--- config.mk ---
export PLATFORM = sky130hd
export DESIGN_NAME = register_bit_access_cells
export DESIGN_NICKNAME = d
export VERILOG_FILES = /design/src/rtl/bit_cells_pkg.sv /design/src/rtl/access_decode.sv /design/src/rtl/reset_merge.sv /design/src/rtl/register_bit_access_cells.sv
export VERILOG_INCLUDE_DIRS = /design/src /design/src/rtl
export SDC_FILE = /design/constraint.sdc
export NUM_CORES = 1
export LEC_CHECK = 0
export BUFFER_PORTS_ARGS = -buffer_cell sky130_fd_sc_hd__clkbuf_2
export CAP_MARGIN = 15
export CORE_MARGIN = 5
export CORE_UTILIZATION = 55
export CTS_BUF_LIST = sky130_fd_sc_hd__clkbuf_4
export DETAILED_ROUTE_END_ITERATION = 12
export HOLD_SLACK_MARGIN = 0.08
export PLACE_DENSITY = 0.8
export SYNTH_ARGS = -nofsm -noshare
export SYNTH_HDL_FRONTEND = slang
export SYNTH_HIERARCHICAL = 1
export SYNTH_SLANG_ARGS = --single-unit
--- constraint.sdc ---
create_clock -name I_CLOCK -period 4 [get_ports I_CLOCK]
set_input_delay 0.4 -clock I_CLOCK [delete_from_list [all_inputs] [get_ports I_CLOCK]]
set_output_delay 0.4 -clock I_CLOCK [all_outputs]
set_load 0.1 [all_outputs]
--- src/rtl/bit_cells_defs.svh ---
// Register map, reset values and retention masks for the bit-cell bank.
// Assumes one register word of eight bits per address.
`ifndef BIT_CELLS_DEFS_SVH
`define BIT_CELLS_DEFS_SVH

`define CELL_WIDTH 8
`define CELL_ADDR_WIDTH 4
`define CELL_REG_COUNT 12

// Register index, equal to its address
`define IDX_READ_ONLY 0
`define IDX_SET_ON_READ 1
`define IDX_CLEAR_ON_READ 2
`define IDX_WRITE_ONLY 3
`define IDX_WRITE_ONE_CLEAR 4
`define IDX_WRITE_ANY_CLEAR 5
`define IDX_LATCH_LOW 6
`define IDX_LATCH_HIGH 7
`define IDX_SELF_CLEARING 8
`define IDX_SELF_SETTING 9
`define IDX_STICKY_HIGH 10
`define IDX_LEVEL_STICKY 11

// Reset values, register 11 in the top byte
`define CELL_RESET_VALUES 96'h00_00_ff_00_00_ff_00_00_00_00_00_00

// Bits kept through a lite reset
`define LITE_IMMUNE_MASKS 96'h00_00_ff_00_00_00_00_00_ff_00_00_00

// Bits kept through a software reset
`define SOFT_IMMUNE_MASKS 96'h00_00_0f_00_00_00_00_00_ff_00_00_00

`endif

--- src/rtl/bit_cells_pkg.sv ---
// Types shared by the bit-cell bank.
// Assumes bit_cells_defs.svh is included before use.
`include "bit_cells_defs.svh"

package bit_cells_pkg;
  typedef logic [`CELL_WIDTH-1:0] word_type;
  typedef logic [`CELL_ADDR_WIDTH-1:0] addr_type;
  typedef logic [`CELL_REG_COUNT-1:0] select_type;
endpackage

--- src/rtl/access_decode.sv ---
// Address decode of host read and write strobes into per-register selects.
// Assumes strobes are single-cycle pulses of completed accesses.
`timescale 1ns/1ns
`default_nettype none
`include "bit_cells_defs.svh"

module access_decode (
  // Host access
  input wire logic i_rd_stb,
  input wire logic i_wr_stb,
  input wire bit_cells_pkg::addr_type i_addr,
  // Selects
  output bit_cells_pkg::select_type o_rd_sel,
  output bit_cells_pkg::select_type o_wr_sel
);

  function automatic bit_cells_pkg::select_type one_hot(input logic en, input bit_cells_pkg::addr_type addr);
    bit_cells_pkg::select_type sel;
    sel = '0;
    for (int i = 0; i < `CELL_REG_COUNT; i++) begin
      if (en && (addr == i[`CELL_ADDR_WIDTH-1:0])) begin
        sel[i] = 1'b1;
      end
    end
    return sel;
  endfunction

  always_comb begin
    o_rd_sel = one_hot(i_rd_stb, i_addr);
    o_wr_sel = one_hot(i_wr_stb, i_addr);
  end

endmodule
`default_nettype wire

--- src/rtl/reset_merge.sv ---
// Applies lite and software resets to one register's next value.
// Assumes both resets are synchronous, active-high levels.
`timescale 1ns/1ns
`default_nettype none

module reset_merge #(
  parameter bit_cells_pkg::word_type RESET_VALUE = '0,
  parameter bit_cells_pkg::word_type LITE_KEEP = '0,
  parameter bit_cells_pkg::word_type SOFT_KEEP = '0
) (
  // Resets
  input wire logic i_lite_rst,
  input wire logic i_soft_rst,
  // Values
  input wire bit_cells_pkg::word_type i_value,
  output bit_cells_pkg::word_type o_value
);

  always_comb begin
    o_value = i_value;
    if (i_lite_rst) begin
      o_value = (o_value & LITE_KEEP) | (RESET_VALUE & ~LITE_KEEP);
    end
    if (i_soft_rst) begin
      o_value = (o_value & SOFT_KEEP) | (RESET_VALUE & ~SOFT_KEEP);
    end
  end

endmodule
`default_nettype wire

--- src/rtl/register_bit_access_cells.sv ---
// Bank of twelve eight-bit registers, one per bit-access behaviour.
// Assumes a host port giving single-cycle read and write strobes of completed
// accesses, and hardware condition and event inputs synchronous to I_CLOCK.
//
// Behaviour
// - Read-only bits ignore every write
// - Set-on-read bits become one when read
// - Clear-on-read returns value, then clears; writes ignored
// - Write-only bits accepted; read-back content unspecified
// - Writing one clears; writing zero keeps
// - Any write clears write-anything-to-clear bits
// - Latch low/high held until register read
// - Self-clearing bit returns zero when action completes
// - Self-setting bit returns to one on its own
// - Latch-high-until-read then follows its condition
// - Lite-reset immune bits keep their value
// - Software-reset immune bits keep their value
// - Reserved bits written zero; read value unguaranteed
// - Level sticky clears on zero write, condition gone
`timescale 1ns/1ns
`default_nettype none
`include "bit_cells_defs.svh"

module register_bit_access_cells (
  // Clock and resets
  input wire logic I_CLOCK,
  input wire logic I_RST_B,
  input wire logic I_LITE_RST,
  input wire logic I_SOFT_RST,
  // Host access port
  input wire logic I_RD_STB,
  input wire logic I_WR_STB,
  input wire bit_cells_pkg::addr_type I_ADDR,
  input wire bit_cells_pkg::word_type I_WDATA,
  output bit_cells_pkg::word_type O_RDATA,
  output logic O_RD_VALID,
  // Hardware conditions and events
  input wire bit_cells_pkg::word_type I_STATUS,
  input wire bit_cells_pkg::word_type I_RS_CLEAR,
  input wire bit_cells_pkg::word_type I_RC_EVENT,
  input wire bit_cells_pkg::word_type I_W1C_EVENT,
  input wire bit_cells_pkg::word_type I_WAC_EVENT,
  input wire bit_cells_pkg::word_type I_LOW_COND,
  input wire bit_cells_pkg::word_type I_HIGH_COND,
  input wire bit_cells_pkg::word_type I_SC_DONE,
  input wire bit_cells_pkg::word_type I_SS_DONE,
  input wire bit_cells_pkg::word_type I_STICKY_COND,
  input wire bit_cells_pkg::word_type I_LEVEL_COND,
  // Control outputs
  output bit_cells_pkg::word_type O_WO_CTRL,
  output bit_cells_pkg::word_type O_SC_ACTION,
  output bit_cells_pkg::word_type O_SS_VALUE
);

  localparam logic [`CELL_REG_COUNT*`CELL_WIDTH-1:0] reset_values = `CELL_RESET_VALUES;
  localparam logic [`CELL_REG_COUNT*`CELL_WIDTH-1:0] lite_masks = `LITE_IMMUNE_MASKS;
  localparam logic [`CELL_REG_COUNT*`CELL_WIDTH-1:0] soft_masks = `SOFT_IMMUNE_MASKS;

  bit_cells_pkg::select_type rd_sel;
  bit_cells_pkg::select_type wr_sel;
  bit_cells_pkg::word_type val_reg [`CELL_REG_COUNT];
  bit_cells_pkg::word_type val_raw [`CELL_REG_COUNT];
  bit_cells_pkg::word_type val_next [`CELL_REG_COUNT];
  bit_cells_pkg::word_type high_prev_reg;
  bit_cells_pkg::word_type high_prev_next;
  bit_cells_pkg::word_type low_prev_reg;
  bit_cells_pkg::word_type low_prev_next;
  bit_cells_pkg::word_type rdata_reg;
  bit_cells_pkg::word_type rdata_next;
  logic rd_valid_reg;
  logic rd_valid_next;

  access_decode u_decode (
    .i_rd_stb(I_RD_STB),
    .i_wr_stb(I_WR_STB),
    .i_addr(I_ADDR),
    .o_rd_sel(rd_sel),
    .o_wr_sel(wr_sel)
  );

  // Value seen by a read; write-only and unmapped read as zero
  function automatic bit_cells_pkg::word_type read_value(input bit_cells_pkg::addr_type addr,
                                                         input bit_cells_pkg::word_type cur);
    bit_cells_pkg::word_type v;
    v = cur;
    if (addr == `CELL_ADDR_WIDTH'(`IDX_WRITE_ONLY)) begin
      v = '0;
    end
    if (addr >= `CELL_ADDR_WIDTH'(`CELL_REG_COUNT)) begin
      v = '0;
    end
    return v;
  endfunction

  // Cell behaviour before lite and software resets
  always_comb begin
    for (int i = 0; i < `CELL_REG_COUNT; i++) begin
      val_raw[i] = val_reg[i];
    end

    val_raw[`IDX_READ_ONLY] = I_STATUS;

    // read sets every bit
    // Read wins over hardware clear so a read is never lost
    val_raw[`IDX_SET_ON_READ] = val_reg[`IDX_SET_ON_READ] & ~I_RS_CLEAR;
    if (rd_sel[`IDX_SET_ON_READ]) begin
      val_raw[`IDX_SET_ON_READ] = '1;
    end

    if (rd_sel[`IDX_CLEAR_ON_READ]) begin
      val_raw[`IDX_CLEAR_ON_READ] = '0;
    end
    val_raw[`IDX_CLEAR_ON_READ] = val_raw[`IDX_CLEAR_ON_READ] | I_RC_EVENT;

    if (wr_sel[`IDX_WRITE_ONLY]) begin
      val_raw[`IDX_WRITE_ONLY] = I_WDATA;
    end

    if (wr_sel[`IDX_WRITE_ONE_CLEAR]) begin
      val_raw[`IDX_WRITE_ONE_CLEAR] = val_reg[`IDX_WRITE_ONE_CLEAR] & ~I_WDATA;
    end
    val_raw[`IDX_WRITE_ONE_CLEAR] = val_raw[`IDX_WRITE_ONE_CLEAR] | I_W1C_EVENT;

    if (wr_sel[`IDX_WRITE_ANY_CLEAR]) begin
      val_raw[`IDX_WRITE_ANY_CLEAR] = '0;
    end
    val_raw[`IDX_WRITE_ANY_CLEAR] = val_raw[`IDX_WRITE_ANY_CLEAR] | I_WAC_EVENT;

    // latch low released by read
    // A falling condition wins over the release in the same cycle
    if (rd_sel[`IDX_LATCH_LOW]) begin
      val_raw[`IDX_LATCH_LOW] = '1;
    end
    val_raw[`IDX_LATCH_LOW] = val_raw[`IDX_LATCH_LOW] & ~(low_prev_reg & ~I_LOW_COND);

    if (rd_sel[`IDX_LATCH_HIGH]) begin
      val_raw[`IDX_LATCH_HIGH] = '0;
    end
    val_raw[`IDX_LATCH_HIGH] = val_raw[`IDX_LATCH_HIGH] | (I_HIGH_COND & ~high_prev_reg);

    // software sets, done clears
    // Zero writes do nothing; a fresh start beats a completion
    val_raw[`IDX_SELF_CLEARING] = val_reg[`IDX_SELF_CLEARING] & ~I_SC_DONE;
    if (wr_sel[`IDX_SELF_CLEARING]) begin
      val_raw[`IDX_SELF_CLEARING] = val_raw[`IDX_SELF_CLEARING] | I_WDATA;
    end

    // software clears, done sets
    // Hardware return to one wins over a clearing write
    if (wr_sel[`IDX_SELF_SETTING]) begin
      val_raw[`IDX_SELF_SETTING] = val_reg[`IDX_SELF_SETTING] & I_WDATA;
    end
    val_raw[`IDX_SELF_SETTING] = val_raw[`IDX_SELF_SETTING] | I_SS_DONE;

    if (rd_sel[`IDX_STICKY_HIGH]) begin
      val_raw[`IDX_STICKY_HIGH] = '0;
    end
    val_raw[`IDX_STICKY_HIGH] = val_raw[`IDX_STICKY_HIGH] | I_STICKY_COND;

    if (wr_sel[`IDX_LEVEL_STICKY]) begin
      val_raw[`IDX_LEVEL_STICKY] = val_reg[`IDX_LEVEL_STICKY] & I_WDATA;
    end
    val_raw[`IDX_LEVEL_STICKY] = val_raw[`IDX_LEVEL_STICKY] | I_LEVEL_COND;
  end

  // lite and soft resets per register
  for (genvar g = 0; g < `CELL_REG_COUNT; g++) begin : g_merge
    reset_merge #(
      .RESET_VALUE(reset_values[g*`CELL_WIDTH +: `CELL_WIDTH]),
      .LITE_KEEP(lite_masks[g*`CELL_WIDTH +: `CELL_WIDTH]),
      .SOFT_KEEP(soft_masks[g*`CELL_WIDTH +: `CELL_WIDTH])
    ) u_merge (
      .i_lite_rst(I_LITE_RST),
      .i_soft_rst(I_SOFT_RST),
      .i_value(val_raw[g]),
      .o_value(val_next[g])
    );
  end

  always_ff @(posedge I_CLOCK) begin
    for (int i = 0; i < `CELL_REG_COUNT; i++) begin
      if (!I_RST_B) begin
        val_reg[i] <= reset_values[i*`CELL_WIDTH +: `CELL_WIDTH];
      end else begin
        val_reg[i] <= val_next[i];
      end
    end
  end

  // Edge history for the latch cells
  always_comb begin
    high_prev_next = I_HIGH_COND;
    low_prev_next = I_LOW_COND;
  end

  // Reset history to idle levels so no false edge after reset
  always_ff @(posedge I_CLOCK) begin
    if (!I_RST_B) begin
      high_prev_reg <= '0;
      low_prev_reg <= '1;
    end else begin
      high_prev_reg <= high_prev_next;
      low_prev_reg <= low_prev_next;
    end
  end

  // value captured before clearing
  // Read data holds until the next read
  always_comb begin
    rdata_next = rdata_reg;
    rd_valid_next = 1'b0;
    if (I_RD_STB) begin
      rd_valid_next = 1'b1;
      if (I_ADDR < `CELL_ADDR_WIDTH'(`CELL_REG_COUNT)) begin
        rdata_next = read_value(I_ADDR, val_reg[I_ADDR]);
      end else begin
        rdata_next = read_value(I_ADDR, '0);
      end
    end
  end

  always_ff @(posedge I_CLOCK) begin
    if (!I_RST_B) begin
      rdata_reg <= '0;
      rd_valid_reg <= 1'b0;
    end else begin
      rdata_reg <= rdata_next;
      rd_valid_reg <= rd_valid_next;
    end
  end

  always_comb begin
    O_RDATA = rdata_reg;
    O_RD_VALID = rd_valid_reg;
    O_WO_CTRL = val_reg[`IDX_WRITE_ONLY];
    O_SC_ACTION = val_reg[`IDX_SELF_CLEARING];
    O_SS_VALUE = val_reg[`IDX_SELF_SETTING];
  end

endmodule
`default_nettype wire

### Word level (Yosys, flattened, before mapping)

Memory sizes are Yosys's and may differ from the RTL's.
Index checks and enable logic that the tools add are counted.

* flip-flop bits (word level): 25
* RAM bits: 96
* input port bits: 106
* output and inout bits: 33
* logic and storage cells: 124
* memories: 1

* magnitude comparators: 2
* equal/unequal tests: 11
* mux-type cells: 61
* bitwise operators: 34
* reduce and logical (&&, ||, !) cells: 11

Memories
* val_reg: words 12, bits a word 8, rd ports 12, clocked after Yosys merged registers in 0, wr ports 12, line register_bit_access_cells.sv:61 `` bit_cells_pkg::word_type val_reg [`CELL_REG_COUNT]; ``

Operator list (count)
* $mux 8: 47
* $and 8x8->8: 8
* $or 8x8->8: 8
* $not 8->8: 6
* $eq 4x3->1 const B: 4
* $eq 4x4->1 const B: 4
* $mux 1: 14
* $or 1x1->1: 12
* $logic_and 1x1->1: 11
* $eq 4x2->1 const B: 2
* $eq 4x1->1 const B: 1
* $ge 4x4->1 const B: 1
* $lt 4x4->1 const B: 1

### Depth between registers and ports, before layout

* depth after elaboration: 8
* mapped depth: 8
* mapped depth without buffers: 6

### Modules after synthesis

Netlist, hierarchy kept.

By module, submodules not included
* register_bit_access_cells: times used 1, cells each 499, area an instance 5023.6 sq um, seq. area each 2422.3 sq um
* reset_merge (g_merge[0].u_merge ...): times used 9, cells each 10, area an instance 122.6 sq um, seq. area each 0.0 sq um
* access_decode: times used 1, cells each 35, area an instance 170.2 sq um, seq. area each 0.0 sq um
* reset_merge (g_merge[3].u_merge): times used 1, cells each 8, area an instance 60.1 sq um, seq. area each 0.0 sq um
* reset_merge (g_merge[9].u_merge): times used 1, cells each 8, area an instance 55.1 sq um, seq. area each 0.0 sq um
* reset_merge (g_merge[6].u_merge): times used 1, cells each 8, area an instance 50.0 sq um, seq. area each 0.0 sq um

### Worst setup path before layout

OpenSTA, ideal clock, no wires.

* path type: input to register
* start: in I_ADDR[2]
* end: mem val_reg[3][2] (netlist name)
* setup time: 115 ps
* arrival time: 1774 ps
* data required time: 3885 ps
* setup slack: 2111 ps
* stages: 6
* buffers on the path: 2
* path through: or3b_4 -> nor2_1 -> clkbuf_1 -> mux2_2 -> buf_4 -> and2_1

RTL lines
* start: declaration: line register_bit_access_cells.sv:33 `input wire bit_cells_pkg::addr_type I_ADDR,`
* end: declaration: line register_bit_access_cells.sv:61

==> metrics.md <==
| Metric | Value |
|---|---|
| Layout area overhead | `14.5%` |
| Maxcap violations | `0` |
| Worst setup endpoint | `val_reg[9][4]` |
| H-Tree Depth | `4` |
| Critical-path maximum fanout | `31` |
| CP max stage cell | `nor2_1` |
| Syn Nets | `approximately 740` |
| Number of clock sinks | `121` |
| Slew Limit Fails | `0` |
| R2r setup slk | `around 2.7 ns` |
| Crit path DAT | `~2.6 ns` |
| Clk Tree Root Cell | `clkbuf_4` |
| Family with the most delay on the worst path | `simple AND/OR/NAND/NOR gates` |
| I/O Buffers | `between 100 and 150` |
| GPL Wtd Cong | `just over 0.8` |
| Post-DRT Antenna Nets | `0` |
| Core Area | `11400 um2` |
| Slew @ Worst Pin | `roughly 1.2 ns` |
| First-pass GRT wire length | `about 25000 um` |
| I/O Pins | `about 140` |
| Final-report hold violation count | `0` |
| Initial antenna violation count | `0` |
| FF-to-FF path depth | `3` |
| Die Wd | `about 120 um` |
| Initial DRC count | `about 340` |
| Die span in y | `118 um` |
| Critical path depth | `7` |
| DRC | `0` |
| Slowest stage delay, CP | `just under 0.7 ns` |
| Layout Nets | `between 800 and 900` |
| Total Routing Usage GR | `a little under a quarter` |
| Crit path from | `I_ADDR[1]` |
| TritonCTS clock tree | `yes` |
| Antenna Cells | `0` |
| Routed wire length | `16000 um` |
| Avg Inst Size Synth | `10.1 um2` |
| R2R Path End | `O_RDATA[6]` |
| Final worst setup slack | `roughly 1.8 ns` |
| Buffers & Inverters on Critical Path | `1` |
| Tot Pwr | `between 2 and 3 mW` |
| Crit path capture type | `register` |
| Min-Delay Path Class | `input port to register` |
| Die area | `13900 um2` |
| Crit-path cells | `clkbuf_2 -> nand2b_1 -> nor2_1 -> nand2b_1 -> a21o_1 -> or2_1 -> nand2b_1` |
| Hpwl dp | `11500 um` |
| Status | `finished clean` |
| Most numerous cell on the critical path | `nand2b_1` |
| CP Launch Type | `input port` |
| Setup TNS | `0 ns` |
| Fmax | `approximately 460 MHz` |
| Cell area after synthesis | `6410 um2` |
| Reg2Reg Launch Point | `val_reg[7][6]` |
| Vias after detailed routing | `between 4000 and 5000` |
| Post-layout min period | `between 2 and 2.5 ns` |
| Clock Latency Late Sink | `around 0.52 ns` |
| Final Cell Area | `7340 um2` |
| Num rows | `39` |
| Number of CTS-inserted buffers | `17` |
| Commonest non-fill, non-tap cells in the layout | `clkbuf_2 (136), dfxtp_1 (121), and2_1 (80)` |
| Setup WS pre-CTS | `~1.3 ns` |
| Detailed-router iteration count before antenna repair | `5` |
| Leak | `~3.3 nW` |
| Final setup fails | `0` |
| Worst VDD drop | `253 uV` |
| Starting Density | `56.2%` |
| Cells after Synth | `635` |
| WS Path Type | `input port to register` |
| RSZ-0062 raised after global routing | `false` |
| DR WL/cell | `~18 um` |
| WP data required | `between 4 and 5 ns` |
| Vias in the first global route | `roughly 5000` |
| Grt total ovfl | `0` |
| Slew Limit Headroom | `between 20% and 30%` |
| Worst-case clock buffer depth | `2` |
| Synth Warn # | `6` |
| Commonest non-fill, non-tap cell in the layout | `clkbuf_2` |
| Worst-path clk slew | `~0.1 ns` |
| Largest net degree at the start of global routing | `between 70 and 80` |
| Post-DP Area | `a little under 7000 um2` |
| Vias/cell | `between 5 and 6` |
| Clock Skews | `between 0.02 and 0.025 ns` |
| Max reg flops | `96` |
| Pwr Density | `between 300 and 400 nW/um2` |
| Share of cells above drive strength 1 | `between 30% and 40%` |
| Final Cycle Share | `54.8%` |
[worst min-delay path by stage]
stage	startpoint	to	slack, ns	cells after the start
final	I_HIGH_COND[3]	high_prev_reg[3]	0.11	3
after global routing	I_HIGH_COND[0]	high_prev_reg[0]	0.08	3
after CTS	I_HIGH_COND[6]	high_prev_reg[6]	0.08	3
after detailed placement	val_reg[9][0]	val_reg[9][0]	0.57	2
after global placement	val_reg[9][1]	val_reg[9][1]	0.55	2
after floorplan	I_LOW_COND[0]	low_prev_reg[0]	0.50	2
[power breakdown]
group	leakage [nW]	switching, mW	internal [mW]
registers	0.986	0.0166	1.24
logic	2.16	0.193	0.153
clock network	0.176	0.433	0.602
total	3.32	0.643	1.99
[per-stage QoR]
stage / hold WS, ns / util, % / instances
detailed placement: 0.572 / 60.4 / 863
finish: 0.112 / 64.3 / 904
CTS: 0.0820 / 64.3 / 904
global placement: 0.552 / 60.4 / 863
floorplan: 0.496 / - / 635
global route: 0.0849 / 64.3 / 904
[layer usage]
| layer | GRT usage, % | wire length [um] | up-vias |
|---|---|---|---|
| met5 | 0 | 0 | - |
| met4 | 7.81 | 350 | 0 |
| met3 | 7.59 | 1410 | 27 |
| met2 | 38.5 | 7910 | 189 |
| met1 | 27.6 | 6290 | 2376 |
| li1 | - | - | 2360 |
[tightest hold or removal path: stages]
cell and delay [ns]:
clkbuf_2 0.08, inv_1 0.07, nor2_1 0.05
[cell type report]
cell class,count,area (um2)
clock buffers,17,128
clock inverters,13,208
fillers,934,4080
inverters,48,180
multi-input cells,409,3390
flip-flops and latches,121,2420
well taps,143,179
repair buffers,153,836
[what timing repair did]
item,4_1_cts,5_1_grt
buffers inserted,0,0
hold endpoints to repair,11,0
resized for setup,0,0
hold buffers,11,0
No activity file was read; power rests on OpenSTA's default activity.
